`src/logic/bvs_pkg.sv`:
```
package bvs_pkg;
  // ----------------------------------------
  // Register map
  // ----------------------------------------
  localparam logic [7:0] OFF_BUCK1 = 8'h16;
  localparam logic [7:0] OFF_BUCK2 = 8'h17;
  localparam logic [7:0] REG_RESET = 8'h99;
  localparam logic [7:0] REG_WMASK = 8'hbf;
  localparam int PSKIP_BIT = 7;
  localparam int RSVD_BIT = 6;
  localparam int CODE_MSB = 5;
  localparam logic [5:0] CODE_RESET = 6'h19;
  localparam logic [7:0] READ_ZERO = 8'h00;
  // ----------------------------------------
  // Code to millivolt mapping
  // ----------------------------------------
  localparam logic [5:0] CODE_KNEE = 6'h32;
  localparam logic [10:0] MV_BASE = 11'h352;
  localparam logic [10:0] MV_KNEE = 11'h546;
  localparam logic [10:0] MV_TOP = 11'h68b;
  localparam logic [10:0] MV_FINE_STEP = 11'h00a;
  localparam logic [10:0] MV_COARSE_STEP = 11'h019;
  // ----------------------------------------
  // Monitor blanking time
  // ----------------------------------------
  localparam int BLANK_TIME_US = 5000;
  localparam int CLK_PERIOD_NS = 10;
  localparam int BLANK_CYCLES_DFLT = BLANK_TIME_US * 1000 / CLK_PERIOD_NS;
  typedef enum logic {
    BVS_BLANK_IDLE = 1'b0,
    BVS_BLANK_RUN = 1'b1
  } bvs_blank_t;
endpackage

```
`src/logic/bvs_chan_if.sv`:
```
interface bvs_chan_if;
  logic wr_stb;
  logic [7:0] wdata;
  logic go;
  logic [7:0] reg_val;
  logic [5:0] code_applied;
  logic blank_active;
  modport chan (input wr_stb, input wdata, input go,
                output reg_val, output code_applied, output blank_active);
  modport ctrl (output wr_stb, output wdata, output go,
                input reg_val, input code_applied, input blank_active);
endinterface

```
`src/logic/bvs_channel.sv`:
```
module bvs_channel #(
  parameter int BLANK_CYCLES = bvs_pkg::BLANK_CYCLES_DFLT
) (
  input wire logic i_clock,
  input wire logic i_reset,
  bvs_chan_if.chan ch
);
  import bvs_pkg::*;

  localparam int CW = $clog2(BLANK_CYCLES + 1);
  localparam logic [CW-1:0] CNT_LOAD = CW'(BLANK_CYCLES - 1);
  localparam logic [CW-1:0] CNT_ZERO = '0;
  localparam logic [CW-1:0] CNT_ONE = CW'(1);

  logic [7:0] reg_r;
  logic [5:0] applied_r;
  bvs_blank_t blank_r;
  logic [CW-1:0] cnt_r;

  // ----------------------------------------
  // Setting register
  // ----------------------------------------
  always_ff @(posedge i_clock or posedge i_reset) begin
    if (i_reset) begin
      reg_r <= REG_RESET;
    end else if (ch.wr_stb) begin
      reg_r <= ch.wdata & REG_WMASK;
    end
  end

  // Output voltage moves only on a go command, never on the write itself
  always_ff @(posedge i_clock or posedge i_reset) begin
    if (i_reset) begin
      applied_r <= CODE_RESET;
    end else if (ch.go) begin
      applied_r <= reg_r[CODE_MSB:0];
    end
  end

  // ----------------------------------------
  // Monitor blanking
  // ----------------------------------------
  // A write during blanking restarts the full interval
  always_ff @(posedge i_clock or posedge i_reset) begin
    if (i_reset) begin
      blank_r <= BVS_BLANK_IDLE;
      cnt_r <= CNT_ZERO;
    end else if (ch.wr_stb) begin
      blank_r <= BVS_BLANK_RUN;
      cnt_r <= CNT_LOAD;
    end else begin
      unique case (blank_r)
        BVS_BLANK_IDLE: begin
          cnt_r <= CNT_ZERO;
        end
        BVS_BLANK_RUN: begin
          if (cnt_r == CNT_ZERO) begin
            blank_r <= BVS_BLANK_IDLE;
          end else begin
            cnt_r <= cnt_r - CNT_ONE;
          end
        end
      endcase
    end
  end

  assign ch.reg_val = reg_r;
  assign ch.code_applied = applied_r;
  assign ch.blank_active = (blank_r == BVS_BLANK_RUN);
endmodule

```
`src/logic/bvs_regs.sv`:
```
// Summary of operation
// - Buck1 code bits 5-0, reset 19h.
// - Code maps 0.85 V, 10 mV, then 25 mV.
// - Buck2 register at 0x17, resets 0x99.
// - Buck2 code six bits, reset 19h, same map.
// - Top bit enables pulse skip, reset one.
// - Writes accepted only when password satisfied.
// - Write blanks voltage monitors for 5 ms.
// - Buck2 code applies on go or alternate go.
// - Buck1 at 0x16, same reset, lock, blanking.
// - Buck1 code applies on go or alternate go.
module bvs_regs #(
  parameter int BLANK_CYCLES = bvs_pkg::BLANK_CYCLES_DFLT
) (
  input wire logic i_clock,
  input wire logic i_reset,
  input wire logic i_wr_en,
  input wire logic i_rd_en,
  input wire logic [7:0] i_addr,
  input wire logic [7:0] i_wdata,
  input wire logic i_unlocked,
  input wire logic i_apply_go,
  input wire logic i_voltage_apply_alt_trigger,
  output logic [7:0] o_rdata,
  output logic [5:0] o_buck1_voltage_code,
  output logic [5:0] o_buck2_voltage_code,
  output logic [10:0] o_buck1_mv,
  output logic [10:0] o_buck2_mv,
  output logic o_buck1_pulse_skip_enable,
  output logic o_buck2_pulse_skip_enable,
  output logic o_buck1_monitor_blank,
  output logic o_buck2_monitor_blank
);
  import bvs_pkg::*;

  bvs_chan_if ch1 ();
  bvs_chan_if ch2 ();

  logic go;
  logic [7:0] rdata_r;
  logic [10:0] mv1_r;
  logic [10:0] mv2_r;

  localparam logic [10:0] MV_RESET = MV_BASE + 11'(MV_FINE_STEP * 11'(CODE_RESET));
  localparam logic [5:0] CODE_ZERO = '0;
  localparam logic [5:0] CODE_TOP = '1;

  function automatic logic [10:0] code_mv(input logic [5:0] c);
    logic [10:0] steps;
    steps = 11'(c);
    if (c <= CODE_KNEE) begin
      code_mv = MV_BASE + 11'(MV_FINE_STEP * steps);
    end else begin
      code_mv = MV_KNEE + 11'(MV_COARSE_STEP * (steps - 11'(CODE_KNEE)));
    end
  endfunction

  // ----------------------------------------
  // Write decode
  // ----------------------------------------
  // Locked writes are dropped silently and do not start blanking
  assign go = i_apply_go | i_voltage_apply_alt_trigger;
  assign ch1.wr_stb = i_wr_en && i_unlocked && (i_addr == OFF_BUCK1);
  assign ch2.wr_stb = i_wr_en && i_unlocked && (i_addr == OFF_BUCK2);
  assign ch1.wdata = i_wdata;
  assign ch2.wdata = i_wdata;
  assign ch1.go = go;
  assign ch2.go = go;

  bvs_channel #(.BLANK_CYCLES(BLANK_CYCLES)) u_buck1 (
    .i_clock(i_clock),
    .i_reset(i_reset),
    .ch(ch1)
  );

  bvs_channel #(.BLANK_CYCLES(BLANK_CYCLES)) u_buck2 (
    .i_clock(i_clock),
    .i_reset(i_reset),
    .ch(ch2)
  );

  // ----------------------------------------
  // Read path
  // ----------------------------------------
  always_ff @(posedge i_clock or posedge i_reset) begin
    if (i_reset) begin
      rdata_r <= READ_ZERO;
    end else if (i_rd_en) begin
      if (i_addr == OFF_BUCK1) begin
        rdata_r <= ch1.reg_val;
      end else if (i_addr == OFF_BUCK2) begin
        rdata_r <= ch2.reg_val;
      end else begin
        rdata_r <= READ_ZERO;
      end
    end
  end

  // ----------------------------------------
  // Voltage outputs
  // ----------------------------------------
  // Registered for clean outputs, so millivolts trail the code by one cycle
  always_ff @(posedge i_clock or posedge i_reset) begin
    if (i_reset) begin
      mv1_r <= MV_RESET;
      mv2_r <= MV_RESET;
    end else begin
      mv1_r <= code_mv(ch1.code_applied);
      mv2_r <= code_mv(ch2.code_applied);
    end
  end

  assign o_rdata = rdata_r;
  assign o_buck1_voltage_code = ch1.code_applied;
  assign o_buck2_voltage_code = ch2.code_applied;
  assign o_buck1_mv = mv1_r;
  assign o_buck2_mv = mv2_r;
  assign o_buck1_pulse_skip_enable = ch1.reg_val[PSKIP_BIT];
  assign o_buck2_pulse_skip_enable = ch2.reg_val[PSKIP_BIT];
  assign o_buck1_monitor_blank = ch1.blank_active;
  assign o_buck2_monitor_blank = ch2.blank_active;
endmodule

```
`config.mk`:
```
export PLATFORM = sky130hd
export DESIGN_NAME = bvs_regs
export DESIGN_NICKNAME = d
export VERILOG_FILES = /design/src/logic/bvs_pkg.sv /design/src/logic/bvs_chan_if.sv /design/src/logic/bvs_channel.sv /design/src/logic/bvs_regs.sv
export SDC_FILE = /design/constraint.sdc
export NUM_CORES = 1
export LEC_CHECK = 0
export BUFFER_PORTS_ARGS = -buffer_cell sky130_fd_sc_hd__buf_2
export CORE_MARGIN = 2
export CORE_UTILIZATION = 55
export DETAILED_ROUTE_END_ITERATION = 10
export MAX_ROUTING_LAYER = met4
export PLACE_DENSITY = 0.79
export SETUP_SLACK_MARGIN = 0.05
export SYNTH_ARGS = -nofsm -noshare
export SYNTH_HDL_FRONTEND = slang
export SYNTH_SLANG_ARGS = --single-unit
```
`constraint.sdc`:
```
create_clock -name i_clock -period 4.3 [get_ports i_clock]
set_input_delay 0.215 -clock i_clock [delete_from_list [all_inputs] [get_ports i_clock]]
set_output_delay 0.215 -clock i_clock [all_outputs]
set_load 0.01 [all_outputs]
```
==> summary.txt <==
Clock network
  • Clock Pin Slew Worst Setup and Hold Paths: 0.07 ns
  • Worst skew pair latency: 0.34 ns
  • CTS root buffer: clkbuf_16
  • Number of clock sinks: 95
  • H-tree levels: 3
  • TritonCTS clock tree: yes
  • Clock buffer depth: 2
  • CTS buffer count: 9

Hold path
  • Hold EP: u_buck1.ch.reg_val[7]$_DFFE_PP1P_
  • Hold WC Path Type: input pin to flop
  • Hold path start: i_wdata[7]
  • Hold Path Depth: 2

Floorplan
  • Die ar.: 0.01216 mm2
  • Height of the die: 110.3 um
  • Initial core utilization: 56.80%
  • Core area: 0.01094 mm2
  • Row Count: 38
  • Die X: 110.3 um
  • # IOs: 69

Placement
  • Placed Area: 0.006714 mm2
  • Pre-CTS WS: 0.2448 ns
  • DPL Wire Length: 9.498 mm
  • Placed cells: 797
  • Port Buf Inserts: 66
  • Global placer's final weighted congestion: 0.9032

Worst setup path
  • Reg-to-Reg Start: u_buck1.ch.code_applied[1]$_DFFE_PP0P_
  • Worst-path fanout max: 6
  • Crit path DAT: 4.22 ns
  • Critical Path End Type: flop
  • FF-to-FF End: o_buck1_mv[9]$_DFF_PP0_
  • Worst endpoint required time: 4.53 ns
  • Worst Setup Start Kind: flop
  • Crit Path Class: flop to flop
  • Worst r2r path cells: 15
  • R2R setup slack: 0.30 ns

Synthesis
  • Seq/Total Area, Yosys: 38.72%
  • Synth Instances: 597
  • Post-Syn Nets: 700
  • Syn Std Cell Area: 0.006211 mm2
  • Yosys top cell by area: dfrtp_1
  • Synth warn: 0
  • Most used DFF post-synth: dfrtp_1
  • Top cell type's share of synthesized area: 29.41%
  • Post-synth cell types: 59
  • Yosys reg bits: 95
  • Synth top area cells: dfrtp_1 (29%), ha_1 (14%), dfstp_2 (9.3%)
  • EDFF count, synth: 0
  • Post-synth ARST share: 100.0%
  • Mean Syn Cell Area: 10.40 um2

Route
  • Post-DR vias/cell: 5.601
  • Total routed wirelength: 12.70 mm
  • Initial DRC count: 149
  • Wire length per cell: 15.61 um
  • DRT Pass-1 Iters: 7
  • Vias post-DR: 4559
  • Residual DRC: 0
  • Post-DRT Antenna Nets: 0

Global route
  • Vias in the first global route: 4637
  • GR Util met3: 4.586%
  • Antenna violations before repair: 0
  • First-pass GRT wire length: 21.77 mm
  • Global-route usage over all layers: 23.52%
  • Grt met2 use: 39.40%
  • Largest net degree at the start of global routing: 54
  • Most Crowded Layer GR: met2
  • Global Route met1 Usage: 29.57%
  • Grt ovf: 0

Finish
  • Commonest non-fill, non-tap cells in the layout: dfrtp_1 (73), ha_1 (68), buf_2 (66), inv_1 (51), nor2_1 (50)
  • Most common cell after layout, fill and taps aside: dfrtp_1
  • Antenna cells: 0
  • Final std cells w/o fill: 814
  • Design area: 0.007043 mm2
  • # nets final: 772
  • Syn-to-layout area delta: 13.40%
  • Ratio of cells with drive above 1 in the final layout: 23.29%
  • Sequential Area: 0.002405 mm2
  • Multi-input logic area: 0.003560 mm2
  • Final Util: 64.41%
  • Fillers: 865

STA
  • Peak Freq: 250.3 MHz
  • Setup TNS: 0 ns
  • Final setup violating endpoints: 0
  • Normalized max-slew margin: 25.08%
  • Final Hold Viols: 0
  • Final Max Tran Viols: 0
  • Worst Slack Setup Final: 0.3043 ns
  • Fin crit share: 92.92%
  • Min Tclk post-route: 3.996 ns
  • Clock Skew: 0.007095 ns
  • RSZ-0062 raised after global routing: no
  • Worst Tran Pin Value: 1.120 ns
  • Hold_ws: 0.1228 ns

Power
  • Pleak: 3.311 nW
  • Worst ir drop on vdd: 286.4 uV
  • Pwr/cell area: 377.1 mW/mm2
  • Overall power: 2.656 mW

Flow run
  • Max-cap violation count: 0

Status
  • Status: finished, final reports clean
## state kept, by name, indices dropped and copies added (netlist names)
name and cells:
u_buck2.ch.blank_active 1, u_buck1.ch.code_applied 6, u_buck1.ch.reg_val 7, u_buck1.ch.blank_active 1
o_rdata 7, u_buck2.ch.code_applied 6, u_buck1.cnt_r 19, u_buck2.ch.reg_val 7
o_buck2_mv 11, o_buck1_mv 11, u_buck2.cnt_r 19
## synthesized netlist by cell type, drive strengths merged (10+ instances only)
cell    instances
a21oi          35
clkbuf         12
dfrtp          73
dfstp          22
fa             12
ha             68
inv            52
mux2           27
nand2          27
nand3          10
nor2           50
nor3           17
o21ai          26
xnor2          34
xor2           30
## cell type report
type	count	area share [%]
Timing Repair Buffer	75	5.685
Tap cell	140	2.487
Sequential cell	95	34.14
Clock buffer	10	3.393
Clock inverter	6	0.9593
Inverter	52	2.789
Multi-Input combinational cell	436	50.54
## worst max path at each step
stage	from	endpoint	slack [ns]	cells after the start
3_5_place_dp	u_buck2.ch.code_applied[1]$_DFFE_PP0P_	o_buck2_mv[10]$_DFF_PP1_	0.24	13
4_1_cts	u_buck2.ch.code_applied[1]$_DFFE_PP0P_	o_buck2_mv[10]$_DFF_PP1_	0.23	13
2_1_floorplan	u_buck2.ch.code_applied[1]$_DFFE_PP0P_	o_buck2_mv[9]$_DFF_PP0_	0.37	16
3_3_place_gp	u_buck2.ch.code_applied[1]$_DFFE_PP0P_	o_buck2_mv[9]$_DFF_PP0_	0.44	16
5_1_grt	u_buck2.ch.code_applied[1]$_DFFE_PP0P_	o_buck2_mv[10]$_DFF_PP1_	0.08	13
6_report	u_buck1.ch.code_applied[1]$_DFFE_PP0P_	o_buck1_mv[9]$_DFF_PP0_	0.30	15
## what timing repair did
| item | in CTS | in global routing |
|---|---|---|
| gates resized for setup | 0 | 2 |
| buffers inserted | 0 | 0 |
| hold buffers | 1 | 0 |
| endpoints found under the setup margin | 0 | 2 |
| hold endpoints to repair | 24 | 0 |
## worst max-delay path, stage by stage (launching register included)
cell,delay [ns]
dfrtp_1,0.45
inv_1,0.14
ha_1,0.22
inv_1,0.07
o21ai_0,0.19
xnor2_1,0.15
fa_1,0.46
ha_1,0.30
inv_1,0.05
fa_1,0.50
inv_1,0.04
ha_1,0.33
a41oi_1,0.41
o21ai_0,0.18
xor2_1,0.17
a22o_1,0.25
## cell families after synthesis
group                    synth area share [%]
AND/OR/NAND/NOR                         12.85
AO/OA/AOI/OAI                           10.44
flip-flops                              38.72
adder cells (fa/ha/maj)                 17.57
XOR/XNOR                                10.50
buffers and inverters                   4.170
multiplexers                            5.701
other                                 0.06038
## layer usage
| metal | vias to the layer above | part of all wire (%) |
|---|---|---|
| met5 | - | 0 |
| met4 | 0 | 1.4 |
| met3 | 20 | 4.0 |
| met2 | 103 | 51 |
| li1 | 2218 | - |
| met1 | 2218 | 44 |
## where the power goes
group / switching [mW] / total [mW] / leakage [nW] / internal [mW]
clock network: 0.348 / 0.818 / 0.145 / 0.470
registers: 0.114 / 1.13 / 1.09 / 1.02
logic: 0.368 / 0.708 / 2.07 / 0.339
total: 0.830 / 2.66 / 3.31 / 1.83
Power figures use the tool's default switching activity.
